===== src/shared/raster_cfg_pkg.sv =====
/*
 * constants for the raster override and clock source configuration block:
 * register indices, field positions, reset values, port word layout.
 * assumes a single core clock domain; the host port pins are synchronised
 * inside the block.
 */
// Function
// - hidef restrict flag stops automatic format detection
// - forced general format disables EAV/SAV, CRC, ancillary; this block has no CRC logic, only TRS flag and ancillary reads are gated
// - forced format still outputs word-aligned luma/chroma
// - video stable at word clock rise
// - outside word clock bit enables phase detector
// - bias pin carries detector voltage in that mode
// - word clock pin becomes input in that mode
// - format bit four, lock on io bits 3,4
// - function select and read/write pick port access
package raster_cfg_pkg;
	localparam int          PORT_W          = 10;
	localparam int          ADDR_W          = 8;
	localparam logic [7:0]  FORMAT_SEL_ADDR = 8'h0B;
	localparam logic [7:0]  CLK_CTRL_ADDR   = 8'h55;
	localparam int          HIDEF_BIT       = 5;
	localparam int          CODE_LSB        = 0;
	localparam int          CODE_W          = 5;
	localparam int          DEF_FLAG_BIT    = 4;
	localparam int          OUT_CLK_BIT     = 0;
	localparam logic [1:0]  CTRL_MARK       = 2'h3;
	localparam logic [4:0]  GENERAL_HD_CODE = 5'h1F;
	localparam logic [7:0]  FORMAT_RESET    = 8'h00;
	localparam logic [7:0]  CLK_CTRL_RESET  = 8'h00;
	localparam int          IO_DEF_BIT      = 3;
	localparam int          IO_LOCK_BIT     = 4;
	localparam int          IO_W            = 8;
	localparam int          SYNC_STAGES     = 3;
endpackage


===== src/rtl/pin_sync.sv =====
/*
 * three-stage synchroniser for a bus of pin inputs; an output changes only
 * once stages two and three agree. assumes pins are asynchronous to core_clk.
 */
`timescale 1ns/10ps
module pin_sync #(
	parameter int W = 1
) (
	// clock and reset
	input  wire logic         core_clk,
	input  wire logic         rst_n,
	// pins and result
	input  wire logic [W-1:0] pin_in,
	output logic      [W-1:0] pin_out
);
	logic [W-1:0] s1_reg;
	logic [W-1:0] s2_reg;
	logic [W-1:0] s3_reg;
	logic [W-1:0] out_reg;

	// per-bit chain with agreement filter
	genvar i;
	generate
		for (i = 0; i < W; i++) begin : g_bit
			always_ff @(posedge core_clk) begin
				if (!rst_n) begin
					s1_reg[i]  <= 1'b0;
					s2_reg[i]  <= 1'b0;
					s3_reg[i]  <= 1'b0;
					out_reg[i] <= 1'b0;
				end else begin
					s1_reg[i] <= pin_in[i];
					s2_reg[i] <= s1_reg[i];
					s3_reg[i] <= s2_reg[i];
					if (s2_reg[i] == s3_reg[i]) begin
						out_reg[i] <= s3_reg[i];
					end
				end
			end
		end
	endgenerate

	assign pin_out = out_reg;
endmodule


===== src/rtl/raster_override_and_clock_source.sv =====
/*
 * control register bank for raster override and word clock source.
 * the host writes control words over the shared ancillary/control port,
 * clocked by its port clock pin; all port pins are sampled in core_clk.
 * assumes the port clock runs well below core_clk / 6.
 */
`timescale 1ns/10ps
module raster_override_and_clock_source
	import raster_cfg_pkg::*;
(
	// clock and reset
	input  wire logic              core_clk,
	input  wire logic              rst_n,
	// host ancillary/control port
	input  wire logic              port_clk,
	input  wire logic              port_function_select,
	input  wire logic              port_read_write,
	input  wire logic [PORT_W-1:0] port_data_in,
	output logic      [PORT_W-1:0] port_data_out,
	output logic                   port_data_oe,
	// status from the recovery core
	input  wire logic              lock_detect,
	input  wire logic              format_is_hd,
	input  wire logic [PORT_W-1:0] luma_word,
	input  wire logic [PORT_W-1:0] chroma_word,
	input  wire logic              trs_found,
	input  wire logic [PORT_W-1:0] anc_word,
	input  wire logic              anc_valid,
	// configuration outputs
	output logic                   auto_detect_en,
	output logic                   hidef_restrict_flag,
	output logic      [CODE_W-1:0] format_code,
	output logic                   trs_indicators_en,
	output logic                   outside_word_clock_select,
	output logic                   pfd_enable,
	output logic                   bias_resistor_pin_is_pfd,
	output logic                   word_clock_oe,
	output logic      [IO_W-1:0]   io_port_out,
	// parallel video
	output logic                   word_clock,
	output logic      [PORT_W-1:0] video_luma,
	output logic      [PORT_W-1:0] video_chroma,
	output logic                   video_trs_flag
);
	// synchronised port pins: clock, select, r/w, data
	localparam int SW = PORT_W + 3;
	logic [SW-1:0] sync_q;
	logic          pclk_s;
	logic          pclk_d_reg;
	logic          fsel_s;
	logic          rw_s;
	logic [PORT_W-1:0] data_s;

	pin_sync #(.W(SW)) u_sync (
		.core_clk (core_clk),
		.rst_n    (rst_n),
		.pin_in   ({port_clk, port_function_select, port_read_write, port_data_in}),
		.pin_out  (sync_q)
	);
	assign pclk_s = sync_q[SW-1];
	assign fsel_s = sync_q[SW-2];
	assign rw_s   = sync_q[SW-3];
	assign data_s = sync_q[PORT_W-1:0];

	// port clock edge detect on the filtered copy
	always_ff @(posedge core_clk) begin
		if (!rst_n) pclk_d_reg <= 1'b0;
		else        pclk_d_reg <= pclk_s;
	end

	logic pedge;
	logic ctrl_wr;
	logic ctrl_rd;
	assign pedge   = pclk_s & ~pclk_d_reg;
	assign ctrl_wr = pedge & fsel_s & ~rw_s & (data_s[PORT_W-1 -: 2] == CTRL_MARK);
	assign ctrl_rd = pedge & fsel_s & rw_s;

	// two-phase control write: address word, then data word
	logic             addr_phase_reg;
	logic [ADDR_W-1:0] addr_reg;
	logic [7:0]       format_reg;
	logic [7:0]       clk_ctrl_reg;

	always_ff @(posedge core_clk) begin
		if (!rst_n) begin
			addr_phase_reg <= 1'b1;
			addr_reg       <= 8'h00;
		end else if (ctrl_wr) begin
			addr_phase_reg <= ~addr_phase_reg;
			if (addr_phase_reg) addr_reg <= data_s[ADDR_W-1:0];
		end
	end

	// register writes; reset leaves auto detect and internal clock
	always_ff @(posedge core_clk) begin
		if (!rst_n) begin
			format_reg   <= FORMAT_RESET;
			clk_ctrl_reg <= CLK_CTRL_RESET;
		end else if (ctrl_wr && !addr_phase_reg) begin
			if (addr_reg == FORMAT_SEL_ADDR) format_reg <= data_s[7:0];
			if (addr_reg == CLK_CTRL_ADDR)   clk_ctrl_reg <= data_s[7:0];
		end
	end

	// read mux: control read returns addressed register, else ancillary data, or zero while the hidef bit is set
	logic [PORT_W-1:0] rd_word;
	always_comb begin
		rd_word = {PORT_W{1'b0}};
		if (fsel_s) begin
			if (addr_reg == FORMAT_SEL_ADDR)     rd_word = {2'h0, format_reg};
			else if (addr_reg == CLK_CTRL_ADDR)  rd_word = {2'h0, clk_ctrl_reg};
		end else if (!format_reg[HIDEF_BIT]) begin
			rd_word = anc_word;
		end
	end

	always_ff @(posedge core_clk) begin
		if (!rst_n) begin
			port_data_out <= 10'h000;
			port_data_oe  <= 1'b0;
		end else begin
			port_data_oe <= rw_s;
			if (ctrl_rd || (pedge && rw_s && !fsel_s && anc_valid)) port_data_out <= rd_word;
		end
	end

	// configuration decode
	always_ff @(posedge core_clk) begin
		if (!rst_n) begin
			auto_detect_en      <= 1'b1;
			hidef_restrict_flag <= 1'b0;
			format_code         <= 5'h00;
			trs_indicators_en   <= 1'b1;
		end else begin
			auto_detect_en      <= ~format_reg[HIDEF_BIT];
			hidef_restrict_flag <= format_reg[HIDEF_BIT];
			format_code         <= format_reg[CODE_LSB +: CODE_W];
			trs_indicators_en   <= ~(format_reg[HIDEF_BIT]
				&& format_reg[CODE_LSB +: CODE_W] == GENERAL_HD_CODE);
		end
	end

	// clock source mode and pin repurposing
	always_ff @(posedge core_clk) begin
		if (!rst_n) begin
			outside_word_clock_select <= 1'b0;
			pfd_enable                <= 1'b0;
			bias_resistor_pin_is_pfd  <= 1'b0;
			word_clock_oe             <= 1'b1;
		end else begin
			outside_word_clock_select <= clk_ctrl_reg[OUT_CLK_BIT];
			pfd_enable                <= clk_ctrl_reg[OUT_CLK_BIT];
			bias_resistor_pin_is_pfd  <= clk_ctrl_reg[OUT_CLK_BIT];
			word_clock_oe             <= ~clk_ctrl_reg[OUT_CLK_BIT];
		end
	end

	// io port map: definition flag on bit 3, lock on bit 4
	always_ff @(posedge core_clk) begin
		if (!rst_n) io_port_out <= 8'h00;
		else begin
			io_port_out              <= 8'h00;
			io_port_out[IO_DEF_BIT]  <= format_is_hd;
			io_port_out[IO_LOCK_BIT] <= lock_detect;
		end
	end

	// word clock: data changes on falling half, stable at rising edge
	logic phase_reg;
	always_ff @(posedge core_clk) begin
		if (!rst_n) begin
			phase_reg      <= 1'b0;
			word_clock     <= 1'b0;
			video_luma     <= 10'h000;
			video_chroma   <= 10'h000;
			video_trs_flag <= 1'b0;
		end else begin
			phase_reg  <= ~phase_reg;
			word_clock <= phase_reg;
			if (!phase_reg) begin
				video_luma     <= luma_word;
				video_chroma   <= chroma_word;
				video_trs_flag <= trs_found & trs_indicators_en;
			end
		end
	end

	// checks
	property p_hidef_auto;
		@(posedge core_clk) disable iff (!rst_n)
		format_reg[HIDEF_BIT] |=> !auto_detect_en;
	endproperty
	a_hidef_auto: assert property (p_hidef_auto) else $error("auto detect not off");

	property p_trs_off;
		@(posedge core_clk) disable iff (!rst_n)
		!trs_indicators_en |-> !video_trs_flag || $past(trs_indicators_en, 2);
	endproperty
	a_trs_off: assert property (p_trs_off) else $error("trs flag while disabled");

	property p_edge_align;
		@(posedge core_clk) disable iff (!rst_n)
		$rose(word_clock) |-> $stable(video_luma) && $stable(video_chroma);
	endproperty
	a_edge_align: assert property (p_edge_align) else $error("data moved at rise");

	property p_pfd;
		@(posedge core_clk) disable iff (!rst_n)
		$rose(clk_ctrl_reg[OUT_CLK_BIT]) |=> pfd_enable && bias_resistor_pin_is_pfd;
	endproperty
	a_pfd: assert property (p_pfd) else $error("pfd not enabled");

	property p_word_clock_in;
		@(posedge core_clk) disable iff (!rst_n)
		outside_word_clock_select |-> !word_clock_oe;
	endproperty
	a_word_clock_in: assert property (p_word_clock_in) else $error("word clock still driven");

	property p_io_map;
		@(posedge core_clk) disable iff (!rst_n)
		##1 io_port_out[IO_LOCK_BIT] == $past(lock_detect)
			&& io_port_out[IO_DEF_BIT] == $past(format_is_hd);
	endproperty
	a_io_map: assert property (p_io_map) else $error("io map wrong");

	property p_default;
		@(posedge core_clk) disable iff (!rst_n)
		(format_reg == FORMAT_RESET && clk_ctrl_reg == CLK_CTRL_RESET) |=>
			auto_detect_en && word_clock_oe;
	endproperty
	a_default: assert property (p_default) else $error("default mode lost");

	property p_wr_mark;
		@(posedge core_clk) disable iff (!rst_n)
		(pedge && fsel_s && !rw_s && data_s[PORT_W-1 -: 2] != CTRL_MARK) |=>
			$stable(addr_phase_reg);
	endproperty
	a_wr_mark: assert property (p_wr_mark) else $error("unmarked word taken");

	c_hidef:  cover property (@(posedge core_clk) disable iff (!rst_n) $rose(hidef_restrict_flag));
	c_force:  cover property (@(posedge core_clk) disable iff (!rst_n) $fell(trs_indicators_en));
	c_extclk: cover property (@(posedge core_clk) disable iff (!rst_n) $rose(pfd_enable));
endmodule


===== config.mk =====
export PLATFORM = sky130hd
export DESIGN_NAME = raster_override_and_clock_source
export DESIGN_NICKNAME = d
export VERILOG_FILES = /design/src/shared/raster_cfg_pkg.sv /design/src/rtl/pin_sync.sv /design/src/rtl/raster_override_and_clock_source.sv
export SDC_FILE = /design/constraint.sdc
export NUM_CORES = 1
export LEC_CHECK = 0
export BUFFER_PORTS_ARGS = -buffer_cell sky130_fd_sc_hd__buf_2
export CAP_MARGIN = 20
export CORE_UTILIZATION = 35
export DETAILED_ROUTE_END_ITERATION = 8
export GPL_TIMING_DRIVEN = 1
export PLACE_DENSITY = 0.64
export RECOVER_POWER = 100
export SYNTH_ARGS = -nofsm -noshare
export SYNTH_HDL_FRONTEND = slang
export SYNTH_HIERARCHICAL = 1
export SYNTH_SLANG_ARGS = --single-unit

===== constraint.sdc =====
create_clock -name core_clk -period 1.8 [get_ports core_clk]
set_input_delay 0.18 -clock core_clk [delete_from_list [all_inputs] [get_ports core_clk]]
set_output_delay 0.18 -clock core_clk [all_outputs]
set_load 0.005 [all_outputs]

==> summary.md, run 1 <==
| Metric | Value |
|---|---|
| Status | `completed` |
| Post-CTS setup buffers | `0` |
| Die ar. | `13050 sq um` |
| Die Width | `114.3 um` |
| Fin Setup TNS | `0 ps` |
| VDD IR max | `0.0006790 V` |
| Core region area | `12160 sq um` |
| Adder-cell area share of the yosys netlist | `0` |
| Power Total | `6.300 mW` |
| Clock Pin Slew Worst Setup and Hold Paths | `60 ps` |
| XOR/XNOR Fraction of Synth Area | `0` |
| Synthesis-stage register bit count | `124` |
| Crit path max fanout | `9` |
| Clk_lat worst skew | `400 ps` |
| Worst EP arrival | `1960 ps` |
| Fin cells | `709` |
| DR DRC count | `0` |
| Mapped Cells | `414` |
| TritonRoute pass-1 iters | `4` |
| Setup slack after layout | `155.0 ps` |
| CP required | `2120 ps` |
| Post-synth top area cell | `dfxtp_1` |
| DRT antenna net count | `0` |
| Crit path to | `addr_reg[5]$_SDFFE_PN0P_` |
| Lkg Pwr | `2.428 nW` |
| Proportion of synthesized area in mux cells | `0.09986` |
| Pwr per Cell Area | `1107 nW/um^2` |
| R2r startpoint | `u_sync/pin_out[11]$_SDFFE_PN0N_` |
| Global-route wire length before repair | `13940 um` |
| CTS tree | `done` |
| Sequential fraction of the synthesis area | `0.5628` |
| Post-Synth Simple-Gate Area | `0.2034` |
| GP Congestion | `0.7260` |
| Worst flop-to-flop path endpoint | `addr_reg[5]$_SDFFE_PN0P_` |
| Hold Path Depth | `3` |
| Largest net degree at the start of global routing | `43` |
| N_diodes | `0` |
| Vias per cell | `4.464` |
| Layout cells sized above 1 | `0.2144` |
| Post-layout net count | `577` |
| Placed Instance Area | `5035 sq um` |
| Critical Path Start Type | `flip-flop` |
| CTS buffer count | `17` |
| R2R depth | `3` |
| Post-synth EDFFs | `0` |
| Vias | `3165` |
| Period utilization | `0.9139` |
| Vias in the first global route | `2999` |
| Dpl ws | `183.3 ps` |
| Synth async-reset ratio | `0` |
| Max-Cap Viols | `0` |
| Flop2flop setup slack | `150 ps` |
| Largest family of logic cells by synthesized area | `simple AND/OR/NAND/NOR gates` |
| Total gr overflow | `0` |
| Io pins | `102` |
| Root Buffer | `clkbuf_16` |
| Hold Path Class | `primary input to flip-flop` |
| Maximum clock path buffer count | `2` |
| Worst Setup SP | `u_sync/pin_out[11]$_SDFFE_PN0N_` |
| Total Routing Usage GR | `0.1361` |
| Fmax | `0.6079 GHz` |
| Initial DRC Count | `133` |
| Synth area leaders | `dfxtp_1, mux2i_1, and2_1, nand2_1, nor2b_1` |
| Syn Std Cell Area | `4410 sq um` |
| Setup Viol. Count Final | `0` |
| Initial antenna violation count | `0` |
| Port Buffers | `95` |
| Crit path time final | `1645 ps` |
| Area share of the largest cell type after synthesis | `0.5628` |
| RSZ-0062 raised after global routing | `false` |
| Initial Util | `0.3627` |
| Final hold violation count | `0` |
| Critical path capture point type | `flip-flop` |
| Layout area overhead | `29.05%` |
| CTS sink cnt | `124` |
| Routed WL per cell | `12.28 um` |
| Synth warn | `6` |
| Finished Cell Area | `5692 sq um` |
| Ys flop type | `dfxtp_1` |
| Worst Tran Pin Value | `1260 ps` |
| Complex-gate fraction of the synthesized area | `0.08908` |
| Setup CP Type | `flip-flop to flip-flop` |
| Netlist cell types | `34` |
| Final-report max-slew violation count | `0` |
| Placed Cells | `662` |
| Most frequent cell after synthesis | `dfxtp_1` |
| Site row count | `40` |
| H-tree Lvls | `4` |
| Top post-synthesis cells by count | `dfxtp_1, nand2_1, and2_1` |
| Slew margin rel. | `0.1597` |
| Clk_skew | `11.78 ps` |
| Total wire length | `8704 um` |
| Post-synthesis area per instance | `10.65 sq um` |
| HPWL Detailed | `6108 um` |
| Die Height | `114.3 um` |
## cell type report
type                            count  area, sq um
Clock buffer                       20        456.7
Sequential cell                   124         2482
Clock inverter                     12        113.9
Tap cell                          168        210.2
Timing Repair Buffer              120        658.1
Fill cell                        1164         6470
Inverter                            7        26.28
Multi-Input combinational cell    258         1744
## cell usage in the layout, fill, tap and decap left out, drive strengths merged
cell type,instances
clkinv,4
clkbuf,47
or2,1
nor4bb,1
clkinvlp,4
conb,6
a21oi,1
a32oi,8
and4b,2
a21boi,15
nor3b,2
mux2i,44
nor4b,2
nor2b,27
bufinv,1
inv,10
nand4,14
dlygate4sd3,15
nand2,47
nor2,2
and2,46
and2b,3
and3,2
o211ai,16
and3b,1
nand3b,1
dfxtp,124
o21ai,17
buf,78
## metal layers
metal  share of wire  up-vias  global-route usage
met4          0.0065        0             0.05368
met5               0        -                   0
met2            0.46       91              0.2234
met1            0.48     1444              0.1687
met3           0.052        4             0.03864
li1                -     1626                   -
## stage by stage
stage	utilization	hold slack (ps)
after floorplan	-	301.7
after global placement	0.4140	381.5
after detailed placement	0.4140	384.5
after CTS	0.4733	14.25
after global routing	0.4680	40.16
final	0.4680	35.04
## how the worst min path moves through the flow
stage / from / end / slack, ps
final: chroma_word[8] / video_chroma[8]$_SDFFE_PN0N_ / 40
after detailed placement: port_data_in[0] / u_sync/s1_reg[0]$_SDFF_PN0_ / 380
after floorplan: port_data_in[0] / u_sync/s1_reg[0]$_SDFF_PN0_ / 300
after CTS: chroma_word[8] / video_chroma[8]$_SDFFE_PN0N_ / 10
after global routing: chroma_word[9] / video_chroma[9]$_SDFFE_PN0N_ / 40
after global placement: port_data_in[0] / u_sync/s1_reg[0]$_SDFF_PN0_ / 380
## power by group
group,internal (mW),switching (mW)
combinational,0.147,0.121
sequential,2.82,0.0322
clock,1.98,1.20
total,4.95,1.35
## repair_timing
item,CTS,global route
endpoints found under the hold margin,15,0
hold buffers,15,0
resized for setup,0,0
## critical path: stages, from the launching register on
cell	delay, ps
dfxtp_1	450
and4b_1	370
and3_1	520
mux2i_1	240
## logic make-up after synthesis
group | after synthesis
flip-flops | 124
AO/OA/AOI/OAI | 57
other | 1
buffers and inverters | 37
AND/OR/NAND/NOR | 151
multiplexers | 44
(Power assumes the default switching activity.)
==> run 2, diff against run 1 <==
--- a/config.mk
+++ b/config.mk
@@ -7,10 +7,11 @@
 export LEC_CHECK = 0
 export BUFFER_PORTS_ARGS = -buffer_cell sky130_fd_sc_hd__buf_2
 export CAP_MARGIN = 20
-export CORE_UTILIZATION = 35
+export CORE_ASPECT_RATIO = 1.4
+export CORE_UTILIZATION = 25
 export DETAILED_ROUTE_END_ITERATION = 8
 export GPL_TIMING_DRIVEN = 1
-export PLACE_DENSITY = 0.64
+export PLACE_DENSITY = 0.51
 export RECOVER_POWER = 100
 export SYNTH_ARGS = -nofsm -noshare
 export SYNTH_HDL_FRONTEND = slang
==> summary.md, run 2 (synthesis gave the netlist of run 1 again) <==
| Metric | Value |
|---|---|
| Layout area overhead | `33.84%` |
| Routed WL per cell | `11.46 um (-6.7%)` |
| GR Layer Usage met2 | `0.1711 (-0.05236)` |
| Layout cells sized above 1 | `0.2210 (+0.006577)` |
| Final hold violation count | `0 (unchanged)` |
| Buffers and inverters on the worst path | `1 (+1)` |
| Critical Path Start Type | `flip-flop` |
| Total gr overflow | `0 (unchanged)` |
| Finished Cell Area | `5903 sq um (+3.7%)` |
| Hold Path Class | `primary input to flip-flop` |
| Setup Viol. Count Final | `0 (unchanged)` |
| Die Width | `114.3 um (unchanged)` |
| Clk_lat worst skew | `410 ps (about the same)` |
| Top Usage Layer GRT | `met2` |
| Worst EP arrival | `1890 ps (-70 ps)` |
| Post-layout net count | `579 (+0.35%)` |
| Most frequent cells in the layout | `dfxtp_1, buf_2, nand2_1` |
| Status | `completed` |
| Total wire length | `8925 um (+2.5%)` |
| Max-Cap Viols | `0 (unchanged)` |
| CTS tree | `done` |
| Die ar. | `18180 sq um (+39%)` |
| Vias | `3176 (+0.35%)` |
| Maximum clock path buffer count | `2 (unchanged)` |
| Flop2flop setup slack | `240 ps (+90 ps)` |
| Max stage delay on crit path | `450 ps (-70 ps)` |
| Port Buffers | `95 (unchanged)` |
| Initial DRC Count | `121 (-9.0%)` |
| N_diodes | `0 (unchanged)` |
| Core Util, Final | `0.3406 (-0.1274)` |
| Crit path max fanout | `9 (unchanged)` |
| Post-CTS Resized | `0 (unchanged)` |
| Initial antenna violation count | `0 (unchanged)` |
| Final-report max-slew violation count | `0 (unchanged)` |
| Period utilization | `0.8657 (-0.04819)` |
| Fmax | `0.6417 GHz (+5.6%)` |
| Lkg Pwr | `2.497 nW (+2.9%)` |
| Core region area | `17330 sq um (+42%)` |
| Io pins | `102 (unchanged)` |
| Met3 Use GR | `0.02931 (-0.009334)` |
| Vias per cell | `4.077 (-8.7%)` |
| Die Height | `159.2 um (+39%)` |
| Setup CP Type | `flip-flop to flip-flop` |
| RSZ-0062 raised after global routing | `false` |
| Global-route wire length before repair | `14930 um (+7.1%)` |
| Site row count | `57 (+43%)` |
| Initial Util | `0.2545 (-0.1082)` |
| HPWL Detailed | `6434 um (+5.3%)` |
| Pwr per Cell Area | `1175 nW/um^2 (+6.1%)` |
| Slowest cell on crit path | `dfxtp_1` |
| DR DRC count | `0 (unchanged)` |
| Total Routing Usage GR | `0.1042 (-0.03196)` |
| Crit-path leading delay family | `simple AND/OR/NAND/NOR gates` |
| Largest net degree at the start of global routing | `52 (+21%)` |
| Placed Instance Area | `5135 sq um (+2.0%)` |
| TritonRoute pass-1 iters | `5 (+1)` |
| CTS sink cnt | `124 (unchanged)` |
| Worst Tran Pin Value | `1288 ps (+27.87 ps)` |
| Vias in the first global route | `3109 (+3.7%)` |
| GP Congestion | `0.7062 (-2.7%)` |
| Clock Pin Slew Worst Setup and Hold Paths | `60 ps (about the same)` |
| Crit path time final | `1558 ps (-86.75 ps)` |
| VDD IR max | `0.0005721 V (-16%)` |
| Fin cells | `779 (+9.9%)` |
| CP required | `2130 ps (about the same)` |
| Slew margin rel. | `0.1411 (-0.01858)` |
| Met1 GRT Util | `0.1211 (-0.04763)` |
| Placed Cells | `732 (+11%)` |
| Critical path capture point type | `flip-flop` |
| DRT antenna net count | `0 (unchanged)` |
| Fin Setup TNS | `0 ps (unchanged)` |
| Root Buffer | `clkbuf_16` |
| Ordered list of cells on the worst path | `and4b_1 -> and3_1 -> clkbuf_2 -> mux2i_1` |
| H-tree Lvls | `4 (unchanged)` |
| Clk_skew | `7.333 ps (-4.442 ps)` |
| CTS buffer count | `17 (unchanged)` |
| Commonest non-fill, non-tap cell in the layout | `dfxtp_1` |
[run 2: cell types whose count changed in the layout (fill, tap and decap cells not counted), moves of 2 or more]
cell and delta:
buf_2 +2, clkbuf_8 +3, bufinv_16 +4, clkinv_2 -2
clkbuf_1 -2, inv_6 -3
[run 2: layout make-up]
cell class / count / area (sq um)
Fill cell: 1814 / 11430
Timing Repair Buffer: 122 / 673.1
Tap cell: 236 / 295.3
Inverter: 7 / 26.28
Sequential cell: 124 / 2482
Clock buffer: 23 / 498.0
Clock inverter: 9 / 181.4
Multi-Input combinational cell: 258 / 1747
[run 2: per-stage QoR]
step | setup WS (ps) | hold slack (ps) | total power, mW
floorplan | 447.8 | 301.7 | 3.056
global placement | 341.9 | 388.1 | 3.168
detailed placement | 269.1 | 385.1 | 3.176
CTS | 263.7 | 15.89 | 7.058
global route | 95.12 | 20.99 | 7.198
finish | 241.7 | 25.07 | 6.934
[run 2: final timing paths]
| kind | start | to | cells after the start |
|---|---|---|---|
| setup / recovery | u_sync/pin_out[11]$_SDFFE_PN0N_ | addr_reg[4]$_SDFFE_PN0P_ | 4 |
| hold / removal | anc_word[4] | port_data_out[4]$_SDFFE_PN0P_ | 3 |
| setup reg to reg | u_sync/pin_out[11]$_SDFFE_PN0N_ | addr_reg[4]$_SDFFE_PN0P_ | 4 |
| hold reg to reg | u_sync/s1_reg[5]$_SDFF_PN0_ | u_sync/s2_reg[5]$_SDFF_PN0_ | 1 |
[run 2: power breakdown]
part           total [mW]  switching, mW  internal [mW]
clock network        3.81           1.16           2.64
logic               0.276          0.125          0.151
registers            2.85         0.0288           2.82
[run 2: routing by layer]
metal	wire length (um)	share of wire
met3	370	0.041
met2	4269	0.48
met4	175	0.020
met5	0	0
met1	4110	0.46
[run 2: timing repair]
| action | in CTS | in global routing |
|---|---|---|
| hold buffers | 15 | 0 |
| buffers inserted | 0 | 0 |
| hold endpoints to repair | 15 | 0 |
| endpoints found under the setup margin | 0 | 0 |
[run 2: worst min-delay path, cell delays in order]
cell and delay [ps]:
buf_2 80, nand4_1 60, o211ai_1 80
==> run 3, diff against run 2 <==
--- a/config.mk
+++ b/config.mk
@@ -8,10 +8,10 @@
 export BUFFER_PORTS_ARGS = -buffer_cell sky130_fd_sc_hd__buf_2
 export CAP_MARGIN = 20
 export CORE_ASPECT_RATIO = 1.4
-export CORE_UTILIZATION = 25
+export CORE_UTILIZATION = 45
 export DETAILED_ROUTE_END_ITERATION = 8
 export GPL_TIMING_DRIVEN = 1
-export PLACE_DENSITY = 0.51
+export PLACE_DENSITY = 0.77
 export RECOVER_POWER = 100
 export SYNTH_ARGS = -nofsm -noshare
 export SYNTH_HDL_FRONTEND = slang
==> summary.md, run 3 (synthesis gave the netlist of run 1 again) <==
| Metric | Value |
|---|---|
| Status | `completed` |
| Power Total | `6.527 mW (-5.9%)` |
| Die Height | `119.1 um (-25%)` |
| Initial antenna violation count | `0 (unchanged)` |
| Crit path max fanout | `9 (unchanged)` |
| Most frequent cells in the layout | `dfxtp_1, buf_2, nand2_1` |
| Slew margin rel. | `0.5363 (+0.3952)` |
| Initial Util | `0.4637 (+0.2092)` |
| Vias per cell | `4.804 (+18%)` |
| Hold Path Class | `primary input to flip-flop` |
| Layout cells sized above 1 | `0.2241 (+0.003080)` |
| CTS buffer count | `17 (unchanged)` |
| Vias | `3228 (+1.6%)` |
| Critical Path Start Type | `flip-flop` |
| GP Congestion | `0.7493 (+6.1%)` |
| Fin Setup TNS | `0 ps (unchanged)` |
| Post-CTS Resized | `0 (unchanged)` |
| Global-route wire length before repair | `13990 um (-6.3%)` |
| Fill cell count | `809 (-55%)` |
| VDD IR max | `0.0007560 V (+32%)` |
| Setup CP Type | `flip-flop to flip-flop` |
| Max-Cap Viols | `0 (unchanged)` |
| DR DRC count | `0 (unchanged)` |
| Core region area | `9512 sq um (-45%)` |
| Clock Pin Slew Worst Setup and Hold Paths | `50 ps (about the same)` |
| Crit path time final | `1660 ps (+101.9 ps)` |
| Setup slack after layout | `139.8 ps (-101.9 ps)` |
| Total gr overflow | `0 (unchanged)` |
| N_diodes | `0 (unchanged)` |
| TritonRoute pass-1 iters | `4 (-1)` |
| Maximum clock path buffer count | `2 (unchanged)` |
| Fin cells | `672 (-14%)` |
| Routed WL per cell | `12.91 um (+13%)` |
| Pwr per Cell Area | `1145 nW/um^2 (-2.5%)` |
| Commonest non-fill, non-tap cell in the layout | `dfxtp_1` |
| Port Buffers | `95 (unchanged)` |
| Final hold slack | `30.74 ps (+5.671 ps)` |
| Initial DRC Count | `117 (-3.3%)` |
| Layout area overhead | `29.25%` |
| Post-layout net count | `577 (-0.35%)` |
| Total Routing Usage GR | `0.1784 (+0.07424)` |
| Worst EP arrival | `1980 ps (+90 ps)` |
| Final-report max-slew violation count | `0 (unchanged)` |
| Dpl ws | `196.6 ps (-72.55 ps)` |
| Die Width | `85.67 um (-25%)` |
| Fmax | `0.6023 GHz (-6.1%)` |
| Final hold violation count | `0 (unchanged)` |
| Period utilization | `0.9223 (+0.05661)` |
| R2R depth | `3 (-1)` |
| Lkg Pwr | `2.491 nW (-0.26%)` |
| CTS tree | `done` |
| Die ar. | `10210 sq um (-44%)` |
| Root Buffer | `clkbuf_16` |
| HPWL Detailed | `5846 um (-9.1%)` |
| Site row count | `42 (-26%)` |
| Clk_lat worst skew | `400 ps (about the same)` |
| Total wire length | `8676 um (-2.8%)` |
| Placed Cells | `626 (-14%)` |
| Critical path capture point type | `flip-flop` |
| Clk_skew | `6.093 ps (-1.240 ps)` |
| H-tree Lvls | `4 (unchanged)` |
| CTS sink cnt | `124 (unchanged)` |
| Core Util, Final | `0.5993 (+0.2587)` |
| RSZ-0062 raised after global routing | `false` |
| Setup Viol. Count Final | `0 (unchanged)` |
| CP required | `2120 ps (about the same)` |
| Worst Tran Pin Value | `695.5 ps (-592.8 ps)` |
| Io pins | `102 (unchanged)` |
| Placed Instance Area | `4977 sq um (-3.1%)` |
| DRT antenna net count | `0 (unchanged)` |
| Vias in the first global route | `3220 (+3.6%)` |
| Hold Path Depth | `3 (unchanged)` |
| Largest net degree at the start of global routing | `49 (-5.8%)` |
| Finished Cell Area | `5700 sq um (-3.4%)` |
## run 3: cell types whose count changed in the layout (fill, tap and decap cells not counted), sizes merged
cell / delta
clkbuf: -5
buf: +5
clkinv: +2
bufinv: -2
clkinvlp: -3
## run 3: path summary, 6_finish.rpt
check,startpoint,end,slack (ps)
max,u_sync/pin_out[11]$_SDFFE_PN0N_,addr_reg[7]$_SDFFE_PN0P_,140
max reg2reg,u_sync/pin_out[11]$_SDFFE_PN0N_,addr_reg[7]$_SDFFE_PN0P_,140
min reg2reg,u_sync/s1_reg[0]$_SDFF_PN0_,u_sync/s2_reg[0]$_SDFF_PN0_,430
min,luma_word[7],video_luma[7]$_SDFFE_PN0N_,30
## run 3: layout make-up
cell class,instances,area (sq um),share of cell area
clock buffers,25,495.5,0.08692
clock inverters,6,108.9,0.01910
inverters,7,26.28,0.004609
multi-input cells,258,1753,0.3075
flip-flops and latches,124,2482,0.4355
well taps,132,165.2,0.02897
repair buffers,120,669.4,0.1174
## run 3: worst max-delay path, stage by stage, from the launching register on
cell and delay, ps:
dfxtp_1 440, and4b_1 360, and3_1 510, mux2i_1 270
## run 3: power breakdown
group          switching [mW]  total, mW  internal [mW]  leakage (nW)
logic                   0.125      0.274          0.148          1.18
registers              0.0285       2.85           2.82          1.01
clock network            1.09       3.40           2.31         0.297
total                    1.24       6.53           5.28          2.49
## run 3: repair_timing
| item | 4_1_cts | 5_1_grt |
|---|---|---|
| hold buffers | 15 | 0 |
| hold endpoints to repair | 15 | 0 |
| setup buffers | 0 | 0 |
## run 3: per-layer routing
metal,wire length (um),track usage,vias to the layer above
li1,-,-,1635
met1,3656,0.1775,1463
met2,4377,0.3150,106
met3,408,0.05821,24
met4,234,0.1115,0
met5,0,0,-
